## src/shared/freq_alarm_map.vh

```
// register indexes, field layout, reset values and the limit step for the frequency alarms
`ifndef FREQ_ALARM_MAP_VH
`define FREQ_ALARM_MAP_VH

// register word indexes; byte address is four times the index
`define IDX_LIMITS_ALL 10'h049
`define IDX_LIMITS_SEL 10'h04a
`define IDX_MON_CTRL 10'h060
`define IDX_ALARM_STATUS 10'h061
`define IDX_IRQ_STATUS 10'h062
`define IDX_IRQ_MASK 10'h063

// nibble layout of both limit registers
`define LIM_SOFT_HI 7
`define LIM_SOFT_LO 4
`define LIM_HARD_HI 3
`define LIM_HARD_LO 0
`define LIM_WIDTH 8

// reset values: soft code 2, hard code 3
`define LIMITS_RESET 8'h23

// monitor control bits
`define CTRL_HARD_EN 0
`define CTRL_SOFT_EN 1
`define CTRL_WIDTH 2
`define CTRL_RESET 2'h3

// status and interrupt layout: soft alarms from bit 0, hard alarms from bit 16
`define STAT_SOFT_LSB 0
`define STAT_HARD_LSB 16

// one threshold step is 3.81 ppm, held in units of 0.01 ppm
`define STEP_PPM_X100 381

`endif

```

## src/rtl/freq_limit_compare.v

```verilog
// one reference input: symmetric soft and hard limit check of a measured frequency offset
`timescale 1ns/1ps
`default_nettype none
`include "freq_alarm_map.vh"

module freq_limit_compare #(
	parameter OW = 16
) (
	input wire pclk,
	input wire presetn,
	input wire offset_valid,
	input wire [OW-1:0] offset,
	input wire [3:0] soft_code,
	input wire [3:0] hard_code,
	input wire soft_en,
	input wire hard_en,
	output reg soft_alarm_q,
	output reg hard_alarm_q
);
	// offset is two's complement in 0.01 ppm; OW must be at least 14 to hold the widest limit
	localparam integer STEP_INT = `STEP_PPM_X100;
	localparam [OW:0] STEP = STEP_INT[OW:0];
	localparam [OW:0] ONE = {{OW{1'b0}}, 1'b1};

	wire signed [OW:0] off_x = {offset[OW-1], offset};
	wire [OW:0] soft_lim = ({{(OW-3){1'b0}}, soft_code} + ONE) * STEP; // see RULE_01
	wire [OW:0] hard_lim = ({{(OW-3){1'b0}}, hard_code} + ONE) * STEP; // see RULE_01
	// the sign-extended offset never overflows against a negated positive limit
	wire soft_over = (off_x > $signed(soft_lim)) || (off_x < -$signed(soft_lim)); // see RULE_02
	wire hard_over = (off_x > $signed(hard_lim)) || (off_x < -$signed(hard_lim)); // see RULE_02

	reg soft_alarm_d;
	reg hard_alarm_d;

	// a disabled monitor drops its alarm at once instead of waiting for the next measurement
	always @* begin
		if (offset_valid) begin
			soft_alarm_d = soft_en & soft_over; // see RULE_07
			hard_alarm_d = hard_en & hard_over; // see RULE_07
		end else begin
			soft_alarm_d = soft_alarm_q & soft_en; // see RULE_07
			hard_alarm_d = hard_alarm_q & hard_en; // see RULE_07
		end
	end

	always @(posedge pclk or negedge presetn) begin
		if (!presetn) begin
			soft_alarm_q <= 1'b0;
			hard_alarm_q <= 1'b0;
		end else begin
			soft_alarm_q <= soft_alarm_d;
			hard_alarm_q <= hard_alarm_d;
		end
	end
endmodule
`default_nettype wire

```

## src/rtl/freq_alarm_threshold_config.v

```verilog
// frequency alarm limit registers, per-input limit checks and alarm interrupts behind APB
// How it works
// RULE_01: limit in ppm is threshold code plus one, times 3.81 ppm.
// RULE_02: alarm when offset exceeds the limit, positive or negative.
// RULE_03: general register: high nibble soft limit, low nibble hard limit, all inputs.
// RULE_04: soft code resets to two, plus or minus 11.43 ppm.
// RULE_05: hard code resets to three, four steps each side of zero.
// RULE_06: separate register's limits replace general ones for the selected reference only.
// RULE_07: soft and hard alarms reported only while their monitor enable is set.
// RULE_08: hard alarm makes an input unavailable; soft alarm only flags status.
//
// Register access over APB is this design's own decision.
`timescale 1ns/1ps
`default_nettype none
`include "freq_alarm_map.vh"

module freq_alarm_threshold_config #(
	parameter NUM_INPUTS = 4,
	parameter OW = 16,
	parameter SW = 2
) (
	input wire pclk,
	input wire presetn,
	input wire psel,
	input wire penable,
	input wire pwrite,
	input wire [11:0] paddr,
	input wire [31:0] pwdata,
	output reg [31:0] prdata,
	output wire pready,
	output wire pslverr,
	input wire [NUM_INPUTS-1:0] offset_valid,
	input wire [NUM_INPUTS*OW-1:0] offset,
	input wire sel_valid,
	input wire [SW-1:0] sel_index,
	output wire [NUM_INPUTS-1:0] soft_alarm,
	output wire [NUM_INPUTS-1:0] hard_alarm,
	output wire [NUM_INPUTS-1:0] input_available,
	output wire irq
);
	reg [`LIM_WIDTH-1:0] lim_all_q;
	reg [`LIM_WIDTH-1:0] lim_all_d;
	reg [`LIM_WIDTH-1:0] lim_sel_q;
	reg [`LIM_WIDTH-1:0] lim_sel_d;
	reg [`CTRL_WIDTH-1:0] ctrl_q;
	reg [`CTRL_WIDTH-1:0] ctrl_d;
	reg [31:0] irq_stat_q;
	reg [31:0] irq_stat_d;
	reg [31:0] irq_mask_q;
	reg [31:0] irq_mask_d;
	reg [NUM_INPUTS-1:0] soft_prev_q;
	reg [NUM_INPUTS-1:0] hard_prev_q;
	reg [31:0] rdata_d;
	reg decode_hit;

	wire [NUM_INPUTS-1:0] soft_raw;
	wire [NUM_INPUTS-1:0] hard_raw;
	wire [9:0] idx = paddr[11:2];
	wire setup = psel & ~penable;
	wire access = psel & penable;
	wire wr = access & pwrite & decode_hit;
	wire [31:0] alarm_word;
	wire [31:0] events;

	// one strobe per register keeps each register's next-value logic on its own
	wire wr_lim_all = wr && (idx == `IDX_LIMITS_ALL);
	wire wr_lim_sel = wr && (idx == `IDX_LIMITS_SEL);
	wire wr_ctrl = wr && (idx == `IDX_MON_CTRL);
	wire wr_irq_stat = wr && (idx == `IDX_IRQ_STATUS);
	wire wr_irq_mask = wr && (idx == `IDX_IRQ_MASK);
	wire rd_setup = setup && !pwrite;

	// monitor enables, shared by every input
	wire soft_en = ctrl_q[`CTRL_SOFT_EN];
	wire hard_en = ctrl_q[`CTRL_HARD_EN];

	// an alarm counts as an event only on its rising edge, so a standing alarm
	// does not set its status bit again straight after software clears it
	wire [NUM_INPUTS-1:0] soft_rise = soft_raw & ~soft_prev_q;
	wire [NUM_INPUTS-1:0] hard_rise = hard_raw & ~hard_prev_q;

	// register and status words, zero-padded to the bus width
	wire [31:0] lim_all_word = {{(32-`LIM_WIDTH){1'b0}}, lim_all_q};
	wire [31:0] lim_sel_word = {{(32-`LIM_WIDTH){1'b0}}, lim_sel_q};
	wire [31:0] ctrl_word = {{(32-`CTRL_WIDTH){1'b0}}, ctrl_q};
	wire [31:0] soft_word = {{(32-NUM_INPUTS){1'b0}}, soft_raw};
	wire [31:0] hard_word = {{(32-NUM_INPUTS){1'b0}}, hard_raw};
	wire [31:0] soft_rise_word = {{(32-NUM_INPUTS){1'b0}}, soft_rise};
	wire [31:0] hard_rise_word = {{(32-NUM_INPUTS){1'b0}}, hard_rise};
	wire [31:0] irq_pending = irq_stat_q & irq_mask_q;

	// zero wait states: read data is captured in the setup cycle
	assign pready = 1'b1;
	assign pslverr = access & ~decode_hit;

	always @* begin
		decode_hit = 1'b1;
		rdata_d = 32'h0000_0000;
		case (idx)
			`IDX_LIMITS_ALL: begin
				rdata_d = lim_all_word;
			end
			`IDX_LIMITS_SEL: begin
				rdata_d = lim_sel_word;
			end
			`IDX_MON_CTRL: begin
				rdata_d = ctrl_word;
			end
			`IDX_ALARM_STATUS: begin
				rdata_d = alarm_word;
			end
			`IDX_IRQ_STATUS: begin
				rdata_d = irq_stat_q;
			end
			`IDX_IRQ_MASK: begin
				rdata_d = irq_mask_q;
			end
			default: begin
				decode_hit = 1'b0;
			end
		endcase
	end

	always @(posedge pclk or negedge presetn) begin
		if (!presetn) begin
			prdata <= 32'h0000_0000;
		end else if (rd_setup) begin
			prdata <= rdata_d;
		end
	end

	// only the low limit and control register bits are stored; upper write data bits are dropped, the mask keeps all 32
	always @* begin
		lim_all_d = lim_all_q;
		if (wr_lim_all) begin
			lim_all_d = pwdata[`LIM_WIDTH-1:0]; // see RULE_03
		end
	end

	always @* begin
		lim_sel_d = lim_sel_q;
		if (wr_lim_sel) begin
			lim_sel_d = pwdata[`LIM_WIDTH-1:0]; // see RULE_06
		end
	end

	always @* begin
		ctrl_d = ctrl_q;
		if (wr_ctrl) begin
			ctrl_d = pwdata[`CTRL_WIDTH-1:0]; // see RULE_07
		end
	end

	always @* begin
		irq_mask_d = irq_mask_q;
		if (wr_irq_mask) begin
			irq_mask_d = pwdata;
		end
	end

	// a new alarm in the same cycle as its write-one-to-clear survives the clear
	always @* begin
		irq_stat_d = irq_stat_q;
		if (wr_irq_stat) begin
			irq_stat_d = irq_stat_q & ~pwdata;
		end
		irq_stat_d = irq_stat_d | events;
	end

	always @(posedge pclk or negedge presetn) begin
		if (!presetn) begin
			lim_all_q <= `LIMITS_RESET; // see RULE_04 and RULE_05
		end else begin
			lim_all_q <= lim_all_d;
		end
	end

	always @(posedge pclk or negedge presetn) begin
		if (!presetn) begin
			lim_sel_q <= `LIMITS_RESET; // see RULE_04 and RULE_05
		end else begin
			lim_sel_q <= lim_sel_d;
		end
	end

	// both monitors come out of reset enabled
	always @(posedge pclk or negedge presetn) begin
		if (!presetn) begin
			ctrl_q <= `CTRL_RESET;
		end else begin
			ctrl_q <= ctrl_d;
		end
	end

	always @(posedge pclk or negedge presetn) begin
		if (!presetn) begin
			irq_stat_q <= 32'h0000_0000;
		end else begin
			irq_stat_q <= irq_stat_d;
		end
	end

	always @(posedge pclk or negedge presetn) begin
		if (!presetn) begin
			irq_mask_q <= 32'h0000_0000;
		end else begin
			irq_mask_q <= irq_mask_d;
		end
	end

	// previous alarm levels for the rising-edge event detect; idle level is no alarm
	always @(posedge pclk or negedge presetn) begin
		if (!presetn) begin
			soft_prev_q <= {NUM_INPUTS{1'b0}};
		end else begin
			soft_prev_q <= soft_raw;
		end
	end

	always @(posedge pclk or negedge presetn) begin
		if (!presetn) begin
			hard_prev_q <= {NUM_INPUTS{1'b0}};
		end else begin
			hard_prev_q <= hard_raw;
		end
	end

	genvar i;
	generate
		for (i = 0; i < NUM_INPUTS; i = i + 1) begin : g_in
			// the selected reference is checked against its own limits
			wire use_sel = sel_valid && (sel_index == i); // see RULE_06
			wire [`LIM_WIDTH-1:0] lim = use_sel ? lim_sel_q : lim_all_q; // see RULE_06
			freq_limit_compare #(
				.OW(OW)
			) u_cmp (
				.pclk(pclk),
				.presetn(presetn),
				.offset_valid(offset_valid[i]),
				.offset(offset[i*OW +: OW]),
				.soft_code(lim[`LIM_SOFT_HI:`LIM_SOFT_LO]), // see RULE_03
				.hard_code(lim[`LIM_HARD_HI:`LIM_HARD_LO]), // see RULE_03
				.soft_en(soft_en),
				.hard_en(hard_en),
				.soft_alarm_q(soft_raw[i]),
				.hard_alarm_q(hard_raw[i])
			);
		end
	endgenerate

	assign soft_alarm = soft_raw;
	assign hard_alarm = hard_raw;
	// only a hard alarm takes an input out of selection
	assign input_available = ~hard_raw; // see RULE_08

	assign alarm_word = (soft_word << `STAT_SOFT_LSB) | (hard_word << `STAT_HARD_LSB);
	assign events = (soft_rise_word << `STAT_SOFT_LSB) | (hard_rise_word << `STAT_HARD_LSB);
	assign irq = |irq_pending;
endmodule
`default_nettype wire

```

## config.mk

```make
export PLATFORM = sky130hd
export DESIGN_NAME = freq_alarm_threshold_config
export DESIGN_NICKNAME = d
export VERILOG_FILES = /design/src/rtl/freq_limit_compare.v /design/src/rtl/freq_alarm_threshold_config.v
export VERILOG_INCLUDE_DIRS = /design/src /design/src/shared
export SDC_FILE = /design/constraint.sdc
export NUM_CORES = 1
export LEC_CHECK = 0
export CAP_MARGIN = 20
export CORE_UTILIZATION = 50
export CTS_CLUSTER_DIAMETER = 150
export CTS_CLUSTER_SIZE = 10
export DETAILED_ROUTE_END_ITERATION = 10
export DONT_BUFFER_PORTS = 1
export PLACE_DENSITY = 0.73
export REMOVE_ABC_BUFFERS = 1
export SYNTH_ARGS = -nofsm -noshare
export SYNTH_HDL_FRONTEND = slang
export SYNTH_HIERARCHICAL = 1
export SYNTH_SLANG_ARGS = --single-unit
export TNS_END_PERCENT = 1
```

## constraint.sdc

```tcl
create_clock -name pclk -period 8.96 [get_ports pclk]
set_clock_uncertainty 0.2 [all_clocks]
set_input_delay 0.448 -clock pclk [delete_from_list [all_inputs] [get_ports pclk]]
set_output_delay 0.448 -clock pclk [all_outputs]
set_load 0.02 [all_outputs]
```

==> impl_metrics.csv, run 1 <==
group,metric,value,unit
logic_synthesis,synth.distinct_cells,105,
logic_synthesis,yosys.cell_count.top_type,"ha_1",
final_layout,drive_above_1_share,7.02,%
global_routing,grtUsageTotal,26.0,%
sta,setup_ws,1420,ps
route,avgRoutedWirePerCell,19.7,um
die,die_h,208,um
route,drt_iter0_drc,956,
pwr,power_leakage,11.2,nW
final_layout,utilization,54.8,%
pwr,power,1.57,mW
sta,rsz0062_at_grt,"no",
route,viasPerCell,6.09,
setup_path,cp-end-kind,"register",
place,port_buffers,0,
logic_synthesis,ys_ff_latch,130,
logic_synthesis,yosysTopAreaCellShare,27.5,%
place,gp_congestion,0.915,
place,place_inst,2758,
global_routing,grt_pass1_wl,91.7,mm
place,post-place-ws,1100,ps
logic_synthesis,syn_inst,2260,
cts,cts-root-buf,"clkbuf_16",
sta,setup_viol,0,
cts,htreeDepth,4,
setup_path,cp_slowest_stage_delay,680,ps
logic_synthesis,synthesis.area,0.0211,mm^2
pwr,power_density,69.7,mW/mm^2
sta,worst_pin_slew,1030,ps
logic_synthesis,synthTopCellsByArea,"ha_1 (27%), dfrtp_1 (14%), fa_1 (9.1%), xnor2_1 (5.0%), inv_1 (4.2%)",
logic_synthesis,synth.largest_area_cell,"ha_1",
die,rows,74,
job,cap_violations,0,
pwr,ir_worst_vdd,0.0772,mV
setup_path,path_cells,"mux2_2, nand3_1, xnor2_1, fa_1, fa_1, fa_1, inv_1, ha_1, a21oi_1, o21ai_0, or2_2, xnor2_1, nor4_2, and3_1, ha_1, a21o_1, a2111oi_0, a221oi_1, nand2_1, a21oi_1, o32ai_1",
setup_path,cpMostUsedCell,"fa_1",
sta,final.setup.tns,0,ps
setup_path,cp_slowest_cell,"a2111oi_0",
global_routing,antenna_found_initial,0,
cts,cts_tree,"built",
cts,clock_path_buffers,2,
logic_synthesis,synth-seq-area-share,15.5,%
cts,cts_buffers,17,
sta,post-route-period-util,84.1,%
logic_synthesis,ys.flop_type,"dfrtp_1",
setup_path,crit_required,9050,ps
route,dr.pass1.iters,5,
final_layout,stdcell_count,2825,
place,dpl.hpwl,45.0,mm
cts,postCtsSetupRepairBufs,0,
route,drc,0,
setup_path,crit_fanout,11,
route,vias,17200,
die,io_pins,167,
setup_path,worstSetupPathType,"reg2reg",
hold_path,hp-class,"in2reg",
sta,drv_slew,0,
logic_synthesis,ys.warnings.count,6,
route,drt_wl_total,55.6,mm
sta,period_needed,7540,ps
die,die-width,208,um
die,dieArea,0.0431,mm^2
route,drtAntennaViolNets,0,
setup_path,cp_num_buf_inv,1,
sta,relSlewSlack,31.3,%
sta,max_freq,133,MHz
die,start_util,51.3,%
cts,cts.sinks,130,
logic_synthesis,synth_async_sr_flop_share,100,%
cts,clk_latency,430,ps
die,core_region_area,0.0412,mm^2
global_routing,grt_overflow,0,
sta,hold_violations,0,
final_layout,nets,2959,
cts,cts.clk_slew.worst_paths,60,ps
setup_path,arrival,7630,ps
outcome,status,"complete, no violations",
setup_path,path_delay_family,"adder cells",
global_routing,grt_max_degree,131,
logic_synthesis,yosys-top-cells-count,"ha_1 (464), inv_1 (236), dfrtp_1 (122), xnor2_1 (121), nand2_1 (105)",
final_layout,areaGrowthSynthToFinish,7.02,%
logic_synthesis,post_synth.cell_area_avg,9.34,um^2
logic_synthesis,synth_edf_count,0,
setup_path,startpoint_type,"register",
global_routing,grt_pass1_vias,17800,
[cells by family (layout without fill, tap and decap cells)]
logic type               Yosys count  after routing  share of synthesized area (%)
AO/OA/AOI/OAI                    536            536                           17.5
XOR/XNOR                         169            169                           7.12
adder cells (fa/ha/maj)          560            560                           36.6
buffers and inverters            275            307                           5.14
flip-flops                       130            130                           15.5
multiplexers                      87             87                           4.67
other                              1              2                         0.0178
AND/OR/NAND/NOR                  502            502                           13.5
[worst paths after layout]
check / endpoint / from / slack [ps] / depth (start not counted)
setup / recovery: g_in[1].u_cmp/soft_alarm_q / lim_sel_q[4] / 1420 / 21
max in group asynchronous: irq_mask_q[2] / presetn / 7600 / 2
setup reg to reg: g_in[1].u_cmp/soft_alarm_q / lim_sel_q[4] / 1420 / 21
hold / removal: irq_stat_q[0] / pwdata[0] / 4 / 2
min in group asynchronous: g_in[3].u_cmp/hard_alarm_q / presetn / 440 / 2
hold reg to reg: irq_stat_q[19] / hard_prev_q[3] / 210 / 1
[area by class of cell]
| type | count | area, um^2 |
|---|---|---|
| diodes | 1 | 2.50 |
| clock buffers | 18 | 439 |
| clock inverters | 14 | 169 |
| fillers | 3637 | 18600 |
| inverters | 236 | 886 |
| multi-input cells | 1855 | 16800 |
| flip-flops and latches | 130 | 3260 |
| well taps | 532 | 666 |
| repair buffers | 39 | 395 |
[metrics by stage]
| stage | hold slack [ps] | cell area (um^2) |
|---|---|---|
| global route | 11.0 | 22600 |
| detailed placement | -46.0 | 21600 |
| global placement | -45.5 | 21600 |
| CTS | 2.58 | 22600 |
| floorplan | -47.6 | 20900 |
| finish | 4.03 | 22600 |
[worst register-to-register path, cell delays in order, from the launching register on]
cell,delay [ps]
dfrtp_1,570
mux2_2,430
nand3_1,140
xnor2_1,660
fa_1,600
fa_1,510
fa_1,510
inv_1,40
ha_1,250
a21oi_1,240
o21ai_0,170
or2_2,330
xnor2_1,200
nor4_2,420
and3_1,210
ha_1,240
a21o_1,160
a2111oi_0,680
a221oi_1,230
nand2_1,140
a21oi_1,50
o32ai_1,410
[state kept, by name, indices dropped and copies added (netlist names), 4 cells and up]
register and cells:
irq_stat_q 32, lim_sel_q 8, g_in.u_cmp/hard_alarm_q 4, lim_all_q 8
irq_mask_q 32, g_in.u_cmp/soft_alarm_q 4, soft_prev_q 4, prdata 32
hard_prev_q 4
[cells in the final DEF, fill, tap and decap left out, drive strengths merged, types with 9 or more instances in the layout]
| cell | count |
|---|---|
| clkbuf | 18 |
| xor2 | 47 |
| nor3b | 15 |
| o21ai | 109 |
| a22o | 13 |
| nand3b | 10 |
| nand2b | 10 |
| and3 | 26 |
| nor3 | 40 |
| a21oi | 104 |
| xnor2 | 122 |
| nand4 | 39 |
| nand2 | 106 |
| a221oi | 10 |
| a21o | 54 |
| o21a | 34 |
| nor2b | 37 |
| inv | 242 |
| o22ai | 12 |
| nand3 | 44 |
| mux2 | 83 |
| ha | 464 |
| or4 | 9 |
| or2 | 18 |
| and4 | 15 |
| dlygate4sd3 | 33 |
| dfrtp | 122 |
| a22oi | 43 |
| a211oi | 23 |
| or3 | 9 |
| a21boi | 27 |
| o211ai | 15 |
| fa | 96 |
| nor4 | 26 |
| nor2 | 69 |
[layer usage]
metal,wire [um],global-route usage (%)
met4,1640,8.44
met1,24100,32.1
met5,0,0
met2,27100,46.0
met3,2680,4.24
[power breakdown]
group,switching (mW),internal (mW),total [mW]
registers,0.00322,0.590,0.593
logic,0.147,0.115,0.262
clock network,0.292,0.427,0.719
[what timing repair did]
action,CTS,global route
gates resized for setup,0,0
endpoints found under the setup margin,0,0
hold buffers,34,0
hold endpoints to repair,208,0
Power figures use the tool's default switching activity.
==> run 2: changes to the inputs <==
clock period = 7.5 ns   (was 8.96 ns; I/O delays follow)
==> run 2 against run 1 <==
- utilization increased by 0.40 points
- hold slack improved by 0.76 ps
- combinational power increased by 22%
- global-route usage decreased by 0.13 points
- non-clock buffer count increased by 25
- clock power increased by 8.9%
- cell area increased by 0.74%
- total power increased by 15%
- first-iteration DRC count increased by 10%
- cell count increased by 0.96%
- count of clock-buffer cells in the layout unchanged
- critical path type unchanged
- critical endpoint is now g_in[3].u_cmp/hard_alarm_q
- largest power group unchanged
==> impl_metrics.csv, run 2 (synthesized netlist as in run 1, its figures left out) <==
group,metric,value,unit
route,viasPerCell,6.08,
sta,hold_violations,0,
final_layout,multi_input_area,0.0168,mm^2
cts,cts_buffers,17,
global_routing,grt_pass1_vias,18000,
sta,final.setup.tns,0,ps
sta,worst_pin_slew,1070,ps
global_routing,grtUsageTotal,25.9,%
pwr,power_density,79.6,mW/mm^2
cts,htreeDepth,4,
cts,cts.sinks,130,
sta,relSlewSlack,28.9,%
sta,setup_viol,0,
route,drt_iter0_drc,1054,
setup_path,worstSetupPathType,"reg2reg",
pwr,pwr-share-comb,17.7,%
die,dieArea,0.0431,mm^2
cts,cts_tree,"built",
sta,setup_ws,430,ps
final_layout,reg.largest.list,"irq_mask_q: 32 flops, irq_stat_q: 32 flops, prdata: 32 flops",
final_layout,stdcell_count,2852,
global_routing,antenna_found_initial,2,
setup_path,startpoint_type,"register",
final_layout,sequential_cell_area,0.00326,mm^2
setup_path,arrival,7170,ps
die,rows,74,
outcome,status,"complete, no violations",
sta,period_needed,7070,ps
pwr,switching_share,29.3,%
cts,postCtsSetupRepairBufs,0,
sta,max_freq,141,MHz
final_layout,most-common-layout-cells,"ha_1 (464), inv_1 (236), dfrtp_1 (122)",
global_routing,grt_pass1_wl,91.8,mm
cts,clk_latency,420,ps
cts,cts-root-buf,"clkbuf_16",
route,drtAntennaViolNets,0,
cts,cts.clk_slew.worst_paths,70,ps
setup_path,cp-end-kind,"register",
route,avgRoutedWirePerCell,19.5,um
place,dpl.hpwl,45.1,mm
final_layout,fill_cells,3644,
job,cap_violations,0,
final_layout,areaGrowthSynthToFinish,7.80,%
global_routing,grt_overflow,0,
final_layout,stdcell_area,0.0228,mm^2
place,post-place-ws,163,ps
die,io_pins,167,
route,drc,0,
die,die-width,208,um
pwr,switchingPower,0.531,mW
final_layout,nets,2984,
route,dr.pass1.iters,5,
pwr,ir_worst_vdd,0.0988,mV
die,core_region_area,0.0412,mm^2
hold_path,hp-class,"in2reg",
die,start_util,51.3,%
setup_path,crit_fanout,10,
route,drt_wl_total,55.7,mm
setup_path,crit_required,7600,ps
place,place_inst,2772,
sta,post-route-period-util,94.3,%
cts,clock_path_buffers,2,
sta,rsz0062_at_grt,"no",
global_routing,grt_max_degree,131,
place,port_buffers,0,
pwr,power_leakage,11.3,nW
final_layout,drive_above_1_share,7.51,%
die,die_h,208,um
final_layout,layout_commonest_cell,"ha_1",
final_layout,utilization,55.3,%
route,vias,17300,
place,gp_congestion,0.917,
sta,drv_slew,0,
pwr,p_clk_share,43.2,%
place,dpl_cell_area,0.0217,mm^2
pwr,p_seq_share,39.1,%
pwr,p_int,1.28,mW
run 2: final cells by class:
| class | count | share of cell area (%) |
|---|---|---|
| Inverter | 236 | 3.89 |
| Sequential cell | 130 | 14.3 |
| Clock inverter | 14 | 0.544 |
| Multi-Input combinational cell | 1855 | 73.7 |
| Tap cell | 532 | 2.92 |
| Clock buffer | 18 | 1.89 |
| Antenna cell | 3 | 0.0330 |
| Timing Repair Buffer | 64 | 2.68 |
run 2: layer usage:
metal	part of all wire, %	global-route usage (%)	up-vias
li1	-	-	8339
met5	0	0	-
met4	3.6	9.47	0
met3	5.0	4.22	128
met1	44	32.5	8438
met2	48	44.7	428
run 2: timing repair:
action | CTS | global route
endpoints found under the hold margin | 223 | 0
resized for setup | 0 | 1
endpoints found under the setup margin | 0 | 1
hold buffers | 45 | 0
run 2: path summary, 6_finish.rpt:
check                      cells past startpoint  slack [ps]                         end             from
max                                           21         430  g_in[3].u_cmp/hard_alarm_q     lim_sel_q[0]
min                                            2           5  g_in[2].u_cmp/hard_alarm_q  offset_valid[2]
max reg2reg                                   21         430  g_in[3].u_cmp/hard_alarm_q     lim_sel_q[0]
min reg2reg                                    1         210              irq_stat_q[16]   hard_prev_q[0]
max in group asynchronous                      2        6200               irq_stat_q[1]          presetn
min in group asynchronous                      2         360  g_in[3].u_cmp/soft_alarm_q          presetn
run 2: worst max-delay path, cell delays in order, from the launching register on:
cell	delay, ps
dfstp_2	620
mux2_2	390
nand3_1	140
xnor2_1	650
fa_1	590
fa_1	520
fa_1	510
inv_1	40
ha_1	370
o21ai_0	150
o21ai_0	170
a211o_1	280
a21oi_1	170
xor2_1	470
ha_1	350
nand4_1	130
nor2_1	90
o21ai_0	100
o21ai_0	130
o41ai_1	240
dlygate4sd3_1	590
a21oi_1	70
run 2: power by group through the flow:
| stage | logic [mW] | registers [mW] | clock network, mW |
|---|---|---|---|
| 6_report | 0.320 | 0.708 | 0.783 |
| 5_1_grt | 0.364 | 0.708 | 0.824 |
| 4_1_cts | 0.319 | 0.708 | 0.791 |
| 3_5_place_dp | 0.275 | 0.721 | 0 |
| 3_3_place_gp | 0.260 | 0.721 | 0 |
| 2_1_floorplan | 0.216 | 0.719 | 0 |
run 2: stage by stage:
step / hold WS, ps / power (mW)
after floorplan: -121 / 0.935
final: 4.78 / 1.81
after CTS: 1.45 / 1.82
after global routing: 13.9 / 1.90
after global placement: -118 / 0.980
after detailed placement: -119 / 0.996
